`src/inc/onoff_pkg.sv`:
```
// package: on/off controller constants, states and carriers
package onoff_pkg;

    // ==========================================================
    // register map (word indices on the plain register port)
    localparam int ADDR_W = 3;
    localparam logic [2:0] ADDR_CTRL = 3'h0;
    localparam logic [2:0] ADDR_CAUSE = 3'h1;
    localparam logic [2:0] ADDR_STATE = 3'h2;
    localparam logic [2:0] ADDR_IRQ_STAT = 3'h3;
    localparam logic [2:0] ADDR_IRQ_CLR = 3'h4;
    localparam logic [2:0] ADDR_IRQ_EN = 3'h5;
    localparam int DATA_W = 8;

    // ==========================================================
    // field positions
    localparam int CTRL_CODE_LSB = 0;
    localparam int CTRL_WDT_ACTION = 2;
    localparam int CTRL_FAULT_SHDN = 3;
    localparam int CAUSE_WATCHDOG_RESET_CAUSE = 0;
    localparam int CAUSE_WATCHDOG_OFF_CAUSE = 1;
    localparam int CAUSE_MANUAL_RESET_CAUSE = 2;
    localparam int CAUSE_W = 3;
    localparam int ST_UP_DONE = 4;
    localparam int ST_WAKE = 5;
    localparam int IRQ_W = 4;
    localparam int IRQ_RES_ON = 0;
    localparam int IRQ_SHDN = 1;
    localparam int IRQ_WDT = 2;
    localparam int IRQ_MANUAL_RESET_CAUSE = 3;

    // ==========================================================
    // reset values
    localparam logic RST_WDT_ACTION = 1'b1;
    localparam logic RST_FAULT_SHDN = 1'b0;
    localparam logic [IRQ_W-1:0] RST_IRQ_EN = 4'h0;

    // ==========================================================
    // software control codes
    typedef enum logic [1:0] {
        CODE_NONE = 2'h0,
        CODE_COLD_RESET = 2'h1,
        CODE_POWER_OFF = 2'h2,
        CODE_AUTO_WAKE = 2'h3
    } sw_code_e;

    // ==========================================================
    // timing: bias enable delay in ns at a 20 ns clock
    localparam int CLK_PERIOD_NS = 20;
    localparam int BIAS_DELAY_NS = 10000;
    localparam int BIAS_DELAY_CYC = (BIAS_DELAY_NS + CLK_PERIOD_NS - 1) / CLK_PERIOD_NS;

    // ==========================================================
    // controller states, gray along power-up path
    typedef enum logic [3:0] {
        ST_POR = 4'h0,
        ST_SHUTDOWN = 4'h1,
        ST_BIAS = 4'h3,
        ST_SEQ_UP = 4'h2,
        ST_RES_ON = 4'h6,
        ST_SEQ_DOWN = 4'h7,
        ST_RESET_ACT = 4'h5,
        ST_OFF_ACT = 4'h4,
        ST_WAKE_ACT = 4'hc
    } onoff_state_e;

    // ==========================================================
    // carriers
    typedef struct packed {
        logic otlo;
        logic uvlo;
        logic ovlo;
    } lockout_s;

    typedef struct packed {
        logic bias_en;
        logic seq_up_req;
        logic seq_down_req;
        logic reset_act;
        logic off_act;
        logic wake_act;
    } action_s;

    typedef struct packed {
        logic reset_done;
        logic off_done;
        logic wake_done;
    } action_done_s;

endpackage

```
`src/core/onoff_controller_fsm.sv`:
```
// top-level on/off state machine with register port and interrupt
// Function
// - cold-reset code or watchdog reset starts reset
// - action states exit only when actions complete
// - off code, watchdog off, lockouts, manual reset
// - auto wake code starts auto wake actions
// - leave por only when supply above threshold
// - force enable or wake flag starts bias
// - bias timer expired and no lockout advances
// - power-up needs not done, not forced off, wake
// - sequencer up done enters resource-on
// - codes, watchdog, manual reset start power-down
// - converter fault with enable starts power-down
// - power-down done goes to requested action
// - last resource off returns to shutdown
// - enable debounce sets wake flag
// - cold-reset code sets wake flag
// - reset output released after up, asserted before down
module onoff_controller_fsm
    import onoff_pkg::*;
#(
    parameter int BIAS_CYCLES = BIAS_DELAY_CYC
) (
    // clock and reset
    input wire logic clk,
    input wire logic rstn,
    // register port
    input wire logic [ADDR_W-1:0] reg_addr,
    input wire logic [DATA_W-1:0] reg_wdata,
    input wire logic reg_wr,
    input wire logic reg_rd,
    output logic [DATA_W-1:0] reg_rdata,
    // analog monitors (asynchronous)
    input wire logic sys_above_por,
    input wire lockout_s lockout_in,
    input wire logic converter_fault,
    // on-chip events and levels
    input wire logic enable_debounced,
    input wire logic watchdog_expired,
    input wire logic manual_reset,
    input wire logic force_enabled,
    input wire logic force_off,
    input wire logic seq_up_done,
    input wire logic seq_down_done,
    input wire logic last_resource_off,
    input wire action_done_s action_done,
    // controls out
    output action_s actions,
    output logic [3:0] state_out,
    output logic irq,
    // open-drain reset output
    output logic reset_output_n_o,
    output logic reset_output_n_oe
);
    // ==========================================================
    // synchronisers for analog levels
    localparam int NSYNC = 5;
    logic [NSYNC-1:0] sync_in;
    logic [NSYNC-1:0] sync1_r;
    logic [NSYNC-1:0] sync2_r;
    assign sync_in = {sys_above_por, lockout_in, converter_fault};

    for (genvar i = 0; i < NSYNC; i++) begin : g_sync
        always_ff @(posedge clk or negedge rstn) begin
            if (!rstn) begin
                sync1_r[i] <= 1'b0;
                sync2_r[i] <= 1'b0;
            end else begin
                sync1_r[i] <= sync_in[i];
                sync2_r[i] <= sync1_r[i];
            end
        end
    end

    logic por_ok;
    logic fault_s;
    logic lockout_any;
    assign por_ok = sync2_r[4];
    assign lockout_any = |sync2_r[3:1];
    assign fault_s = sync2_r[0];

    // ==========================================================
    // register state
    onoff_state_e state_r, state_nxt;
    logic wdt_action_r, wdt_action_nxt;
    logic fault_shdn_r, fault_shdn_nxt;
    logic [CAUSE_W-1:0] cause_r, cause_nxt;
    logic [IRQ_W-1:0] irq_stat_r, irq_stat_nxt;
    logic [IRQ_W-1:0] irq_en_r, irq_en_nxt;
    logic up_done_r, up_done_nxt;
    logic wake_r, wake_nxt;
    sw_code_e pend_r, pend_nxt;
    logic [DATA_W-1:0] rdata_nxt;
    action_s act_nxt;
    logic irq_nxt;
    logic rst_assert_nxt;
    logic rst_assert_r;

    logic bias_expired;
    logic code_wr;
    sw_code_e code;
    logic watchdog_reset_cause_ev;
    logic watchdog_off_cause_ev;
    logic off_ev;

    bias_timer #(
        .COUNT(BIAS_CYCLES)
    ) u_bias (
        .clk(clk),
        .rstn(rstn),
        .run(state_r == ST_BIAS),
        .expired(bias_expired)
    );

    // a zero code is no request
    assign code = sw_code_e'(reg_wdata[CTRL_CODE_LSB +: 2]);
    assign code_wr = reg_wr && (reg_addr == ADDR_CTRL) && (code != CODE_NONE);
    assign watchdog_reset_cause_ev = watchdog_expired && wdt_action_r;
    assign watchdog_off_cause_ev = watchdog_expired && !wdt_action_r;
    // manual reset acts at the moment it is recorded, so a stale flag cannot loop
    assign off_ev = watchdog_off_cause_ev || manual_reset || lockout_any
        || (code_wr && code == CODE_POWER_OFF);

    // ==========================================================
    // state machine
    always_comb begin
        state_nxt = state_r;
        pend_nxt = pend_r;
        up_done_nxt = up_done_r;
        unique case (state_r)
            ST_POR: begin
                if (por_ok) begin
                    state_nxt = ST_SHUTDOWN;
                end
            end
            ST_SHUTDOWN, ST_BIAS, ST_SEQ_UP: begin
                if ((code_wr && code == CODE_COLD_RESET) || watchdog_reset_cause_ev) begin
                    state_nxt = ST_RESET_ACT;
                end else if (off_ev) begin
                    state_nxt = ST_OFF_ACT;
                end else if (code_wr && code == CODE_AUTO_WAKE) begin
                    state_nxt = ST_WAKE_ACT;
                end else if (state_r == ST_SHUTDOWN) begin
                    if (force_enabled || wake_r) begin
                        state_nxt = ST_BIAS;
                    end
                end else if (state_r == ST_BIAS) begin
                    if (bias_expired) begin
                        state_nxt = (!up_done_r && !force_off && wake_r) ? ST_SEQ_UP : ST_RES_ON;
                    end
                end else if (seq_up_done) begin
                    state_nxt = ST_RES_ON;
                    up_done_nxt = 1'b1;
                end
            end
            ST_RES_ON: begin
                if (code_wr) begin
                    state_nxt = ST_SEQ_DOWN;
                    pend_nxt = code;
                end else if (watchdog_reset_cause_ev) begin
                    state_nxt = ST_SEQ_DOWN;
                    pend_nxt = CODE_COLD_RESET;
                end else if (off_ev || (fault_shdn_r && fault_s)) begin
                    state_nxt = ST_SEQ_DOWN;
                    pend_nxt = CODE_POWER_OFF;
                end else if (last_resource_off) begin
                    state_nxt = ST_SHUTDOWN;
                end
            end
            ST_SEQ_DOWN: begin
                if (seq_down_done) begin
                    up_done_nxt = 1'b0;
                    unique case (pend_r)
                        CODE_COLD_RESET: state_nxt = ST_RESET_ACT;
                        CODE_AUTO_WAKE: state_nxt = ST_WAKE_ACT;
                        default: state_nxt = ST_OFF_ACT;
                    endcase
                end
            end
            ST_RESET_ACT: begin
                if (action_done.reset_done) begin
                    state_nxt = ST_SHUTDOWN;
                end
            end
            ST_OFF_ACT: begin
                if (action_done.off_done) begin
                    state_nxt = ST_SHUTDOWN;
                end
            end
            ST_WAKE_ACT: begin
                if (action_done.wake_done) begin
                    state_nxt = ST_SHUTDOWN;
                end
            end
            default: state_nxt = ST_POR;
        endcase
    end

    // ==========================================================
    // wake flag, cause flags, control fields
    always_comb begin
        wake_nxt = wake_r;
        if (state_nxt == ST_SEQ_UP) begin
            wake_nxt = 1'b0;
        end
        // set wins over the consuming clear
        if (enable_debounced) begin
            wake_nxt = 1'b1;
        end
        if (code_wr && (code == CODE_COLD_RESET || code == CODE_AUTO_WAKE)) begin
            wake_nxt = 1'b1;
        end
        wdt_action_nxt = wdt_action_r;
        fault_shdn_nxt = fault_shdn_r;
        irq_en_nxt = irq_en_r;
        cause_nxt = cause_r;
        irq_stat_nxt = irq_stat_r;
        if (reg_wr && reg_addr == ADDR_CTRL) begin
            wdt_action_nxt = reg_wdata[CTRL_WDT_ACTION];
            fault_shdn_nxt = reg_wdata[CTRL_FAULT_SHDN];
        end
        if (reg_wr && reg_addr == ADDR_IRQ_EN) begin
            irq_en_nxt = reg_wdata[IRQ_W-1:0];
        end
        if (reg_wr && reg_addr == ADDR_CAUSE) begin
            cause_nxt = cause_r & ~reg_wdata[CAUSE_W-1:0];
        end
        if (reg_wr && reg_addr == ADDR_IRQ_CLR) begin
            irq_stat_nxt = irq_stat_r & ~reg_wdata[IRQ_W-1:0];
        end
        cause_nxt[CAUSE_WATCHDOG_RESET_CAUSE] = cause_nxt[CAUSE_WATCHDOG_RESET_CAUSE] | watchdog_reset_cause_ev;
        cause_nxt[CAUSE_WATCHDOG_OFF_CAUSE] = cause_nxt[CAUSE_WATCHDOG_OFF_CAUSE] | watchdog_off_cause_ev;
        cause_nxt[CAUSE_MANUAL_RESET_CAUSE] = cause_nxt[CAUSE_MANUAL_RESET_CAUSE] | manual_reset;
        irq_stat_nxt[IRQ_RES_ON] = irq_stat_nxt[IRQ_RES_ON] | (state_nxt == ST_RES_ON && state_r != ST_RES_ON);
        irq_stat_nxt[IRQ_SHDN] = irq_stat_nxt[IRQ_SHDN] | (state_nxt == ST_SHUTDOWN && state_r != ST_SHUTDOWN);
        irq_stat_nxt[IRQ_WDT] = irq_stat_nxt[IRQ_WDT] | watchdog_expired;
        irq_stat_nxt[IRQ_MANUAL_RESET_CAUSE] = irq_stat_nxt[IRQ_MANUAL_RESET_CAUSE] | manual_reset;
        irq_nxt = |(irq_stat_nxt & irq_en_nxt);
    end

    // ==========================================================
    // read mux and outputs
    always_comb begin
        rdata_nxt = '0;
        if (reg_rd) begin
            unique case (reg_addr)
                ADDR_CTRL: begin
                    rdata_nxt[CTRL_WDT_ACTION] = wdt_action_r;
                    rdata_nxt[CTRL_FAULT_SHDN] = fault_shdn_r;
                end
                ADDR_CAUSE: rdata_nxt[CAUSE_W-1:0] = cause_r;
                ADDR_STATE: begin
                    rdata_nxt[3:0] = state_r;
                    rdata_nxt[ST_UP_DONE] = up_done_r;
                    rdata_nxt[ST_WAKE] = wake_r;
                end
                ADDR_IRQ_STAT: rdata_nxt[IRQ_W-1:0] = irq_stat_r;
                ADDR_IRQ_EN: rdata_nxt[IRQ_W-1:0] = irq_en_r;
                default: rdata_nxt = '0;
            endcase
        end
        act_nxt.bias_en = (state_nxt != ST_POR) && (state_nxt != ST_SHUTDOWN);
        act_nxt.seq_up_req = (state_nxt == ST_SEQ_UP);
        // power-down request trails reset assertion by one cycle
        act_nxt.seq_down_req = (state_r == ST_SEQ_DOWN) && (state_nxt == ST_SEQ_DOWN);
        act_nxt.reset_act = (state_nxt == ST_RESET_ACT);
        act_nxt.off_act = (state_nxt == ST_OFF_ACT);
        act_nxt.wake_act = (state_nxt == ST_WAKE_ACT);
        rst_assert_nxt = (state_nxt != ST_RES_ON);
    end

    always_ff @(posedge clk or negedge rstn) begin
        if (!rstn) begin
            state_r <= ST_POR;
            pend_r <= CODE_NONE;
            up_done_r <= 1'b0;
            wake_r <= 1'b0;
            wdt_action_r <= RST_WDT_ACTION;
            fault_shdn_r <= RST_FAULT_SHDN;
            cause_r <= '0;
            irq_stat_r <= '0;
            irq_en_r <= RST_IRQ_EN;
            irq <= 1'b0;
            reg_rdata <= '0;
            actions <= '0;
            rst_assert_r <= 1'b1;
            state_out <= ST_POR;
        end else begin
            state_r <= state_nxt;
            pend_r <= pend_nxt;
            up_done_r <= up_done_nxt;
            wake_r <= wake_nxt;
            wdt_action_r <= wdt_action_nxt;
            fault_shdn_r <= fault_shdn_nxt;
            cause_r <= cause_nxt;
            irq_stat_r <= irq_stat_nxt;
            irq_en_r <= irq_en_nxt;
            irq <= irq_nxt;
            reg_rdata <= rdata_nxt;
            actions <= act_nxt;
            rst_assert_r <= rst_assert_nxt;
            state_out <= state_nxt;
        end
    end

    assign reset_output_n_o = 1'b0;
    assign reset_output_n_oe = rst_assert_r;

    // ==========================================================
    // assertions
    localparam int DN_LO = 1;
endmodule

```
`src/core/bias_timer.sv`:
```
// bias enable delay timer: counts while enabled, flags expiry
module bias_timer
    import onoff_pkg::*;
#(
    parameter int COUNT = BIAS_DELAY_CYC
) (
    // clock and reset
    input wire logic clk,
    input wire logic rstn,
    // control
    input wire logic run,
    output logic expired
);
    localparam int CW = $clog2(COUNT + 1);
    localparam logic [CW-1:0] LAST = CW'(COUNT);

    if (COUNT < 1) begin : g_count_check
        $error("bias_timer: COUNT must be at least 1");
    end

    logic [CW-1:0] cnt_r;
    logic [CW-1:0] cnt_nxt;

    always_comb begin
        cnt_nxt = cnt_r;
        if (!run) begin
            cnt_nxt = '0;
        end else if (cnt_r != LAST) begin
            cnt_nxt = cnt_r + CW'(1);
        end
    end

    always_ff @(posedge clk or negedge rstn) begin
        if (!rstn) begin
            cnt_r <= '0;
        end else begin
            cnt_r <= cnt_nxt;
        end
    end

    assign expired = run && (cnt_r == LAST);
endmodule

```
`config.mk`:
```
export PLATFORM = sky130hd
export DESIGN_NAME = onoff_controller_fsm
export DESIGN_NICKNAME = d
export VERILOG_FILES = /design/src/inc/onoff_pkg.sv /design/src/core/onoff_controller_fsm.sv /design/src/core/bias_timer.sv
export SDC_FILE = /design/constraint.sdc
export NUM_CORES = 1
export LEC_CHECK = 0
export BUFFER_PORTS_ARGS = -buffer_cell sky130_fd_sc_hd__buf_2
export CORE_AREA = 2 2 73 75
export CTS_CLUSTER_SIZE = 20
export DETAILED_ROUTE_END_ITERATION = 7
export DIE_AREA = 0 0 75 77
export MAX_ROUTING_LAYER = met4
export PLACE_DENSITY = 0.87
export SYNTH_ARGS = -nofsm -noshare
export SYNTH_HDL_FRONTEND = slang
export SYNTH_SLANG_ARGS = --single-unit
export TNS_END_PERCENT = 5
```
`constraint.sdc`:
```
create_clock -name clk -period 2.7 [get_ports clk]
set_clock_uncertainty 0.1 [all_clocks]
set_input_delay 0.27 -clock clk [delete_from_list [all_inputs] [get_ports clk]]
set_output_delay 0.27 -clock clk [all_outputs]
set_load 0.01 [all_outputs]
```
==> flow_summary.ini <==
[run_status]
status = finished clean

[finish]
final_cell_area_um2 = 3151
n_antenna_cell = 0
final_cell_mix = dfrtp_1, buf_2, nand2_1
syn_to_final_growth_pct = 18.66
drive_above_1_share = 0.2547
multi_input_area_um2 = 1200
final_nets = 350
n_fill_cell = 411
final_util = 0.6330
final_common_cell = dfrtp_1
ff_latch_area_um2 = 1354

[grt]
grt_pass1_wl_um = 9873
use_met2 = 0.3746
top_usage_layer = met2
grt_pass1_vias = 2123
antenna_found_initial = 0
grt_util_met1 = 0.2823
grt_max_degree = 29
grt-ovfl-total = 0
met3_usage = 0.04205
grt.total_usage = 0.2279

[cts]
cts.clk_slew.worst_paths_ps = 100
tritoncts = done
post_cts_buffers = 0
clock_latency_ps = 310
cts_root_buffer = clkbuf_8
htree_num_levels = 2
cts_sinks = 54
cts.path.max_buffers = 2
cts_buffers = 5

[run]
cap_violations = 0

[sta]
setup_ws_ps = 132.2
max_freq_mhz = 389.4
grt_setup_unrepaired = no
fin_crit_ps = 2568
setup_viol = 0
setup_tns_ps = 0
worst_pin_slew_ps = 691.0
max_slew_margin = 0.5345
slew_violations = 0
period_share = 0.9510
hold_violations = 0
hold_ws_ps = 57.83

[synthesis]
synth_edf_count = 0
synthFlopType = dfrtp_1
synth-warning-count = 0
yosys.cell_types.count = 59
yosysSeqAreaShare = 0.5099
synthArstFlopShare = 1.000
netlist_instances = 259
syn_avg_cell_area_um2 = 10.25
syn_area_um2 = 2655
synth.ff_latch_count = 54

[hold_path]
hold_path.class = input pin to flop

[placement]
dpl.hpwl_um = 4317
routabilityCongestion = 0.8727
dpl_cell_area_um2 = 2999
portBuffers = 44
preCtsSetupSlack_ps = 70.69

[routing]
via_per_inst = 5.549
drt_iter0_markers = 251
dr.pass1.iters = 4
wl_per_cell_um = 14.84
vias = 2153
drc_errors = 0
routed_wl_um = 5757
drtAntennaViolNets = 0

[floorplan]
ios = 52
row_count = 26
chipHeight_um = 77
die_width_um = 75
core_area_um2 = 4977
initial_utilization = 0.5334
die_area_um2 = 5775

[power]
power_density_nw_per_um2 = 653.5
max-vdd-ir-drop_mv = 0.3054
p_leak_nw = 1.430

[critical_path]
start_kind = flop
crit_path_top_delay_cell = or4_1
cp-end-kind = flop
critPathMaxStageDelay_ps = 570
critPathTopFamily = compound AO/OA/AOI/OAI gates
cp.arrival_ps = 2700
required_ps = 2830
crit_chain = or4_1 > buf_4 > a2111oi_1 > o221ai_1 > o41a_1 > o31ai_1
crit_type = flop to flop
critPathMaxFanout = 4
worst-path-buf-inv = 1
Yosys cell counts (3+ instances only):
cell | instances | area [µm²]
clkbuf_1 | 8 | 30.03
and3_1 | 3 | 18.77
mux2i_1 | 8 | 80.08
nand4b_1 | 5 | 43.79
inv_1 | 13 | 48.80
nor2_1 | 18 | 67.56
nand3_1 | 9 | 45.04
o21ai_0 | 20 | 100.1
buf_4 | 3 | 22.52
nand3b_1 | 3 | 22.52
a21o_1 | 6 | 45.04
or3_1 | 4 | 25.02
nand2_1 | 30 | 112.6
a21oi_1 | 7 | 35.03
xor2_1 | 3 | 26.28
nand4bb_1 | 3 | 33.78
dfrtp_1 | 52 | 1301
and2_1 | 3 | 18.77
mux2_2 | 4 | 45.04
nor2b_1 | 5 | 31.28
nor3_1 | 4 | 20.02
state kept, by name, summed over array words and instances, names as in the netlist, 2 cells and up:
| register | count |
|---|---|
| irq_en_r | 4 |
| actions | 6 |
| cause_r | 3 |
| pend_r | 2 |
| sync1_r | 5 |
| u_bias.cnt_r | 9 |
| state_r | 4 |
| irq_stat_r | 4 |
| sync2_r | 3 |
| reg_rdata | 6 |
per-stage QoR:
| stage | cells | power (W) |
|---|---|---|
| finish | 388 | 0.002059 |
| detailed placement | 374 | 0.001602 |
| floorplan | 261 | 0.001401 |
| global placement | 374 | 0.001579 |
| global route | 388 | 0.002182 |
| CTS | 388 | 0.002067 |
what timing repair did:
item                       CTS  global route
setup endpoints to repair    0             4
resized for setup            0             1
hold endpoints to repair    31             0
hold buffers                 6             0
cells by family after synthesis:
kind of cell    count (synthesis)  synth area share
other cells                     1          0.001412
simple gates                  104            0.2215
fa+ha+maj                       2          0.009424
mux                            12           0.04713
compound gates                 56            0.1560
buf+inv                        26           0.04147
flops                          54            0.5099
xor+xnor                        4           0.01320
where the power goes:
| group | switching, W | total, W | internal (W) |
|---|---|---|---|
| combinational | 0.000309 | 0.000572 | 0.000263 |
| sequential | 0.000107 | 0.00103 | 0.000919 |
| clock | 0.000272 | 0.000461 | 0.000189 |
final cells by class:
type / instances / area share
sequential: 54 / 0.4297
multi-input combinational: 181 / 0.3809
timing repair buffer: 62 / 0.1176
tap: 70 / 0.02780
clock buffer: 6 / 0.02303
inverter: 13 / 0.01549
clock inverter: 2 / 0.005560
per-layer routing:
| metal | wire [µm] | share of wire | vias to the layer above |
|---|---|---|---|
| met3 | 233 | 0.040 | 15 |
| li1 | - | - | 1034 |
| met1 | 2378 | 0.41 | 1041 |
| met5 | 0 | 0 | - |
| met4 | 125 | 0.022 | 0 |
| met2 | 3021 | 0.52 | 63 |
final timing paths:
kind	cells after the start	end	slack [ps]	startpoint
worst max-delay path	6	irq	130	sync2_r[2]
worst min-delay path	2	cause_r[2]	60	manual_reset
worst max register to register	6	irq	130	sync2_r[2]
worst min register to register	0	fault_s	260	sync1_r[0]
max in group asynchronous	3	reset_output_n_oe	1300	rstn
min in group asynchronous	2	irq_stat_r[2]	400	rstn
No activity file was read; power rests on OpenSTA's default activity.
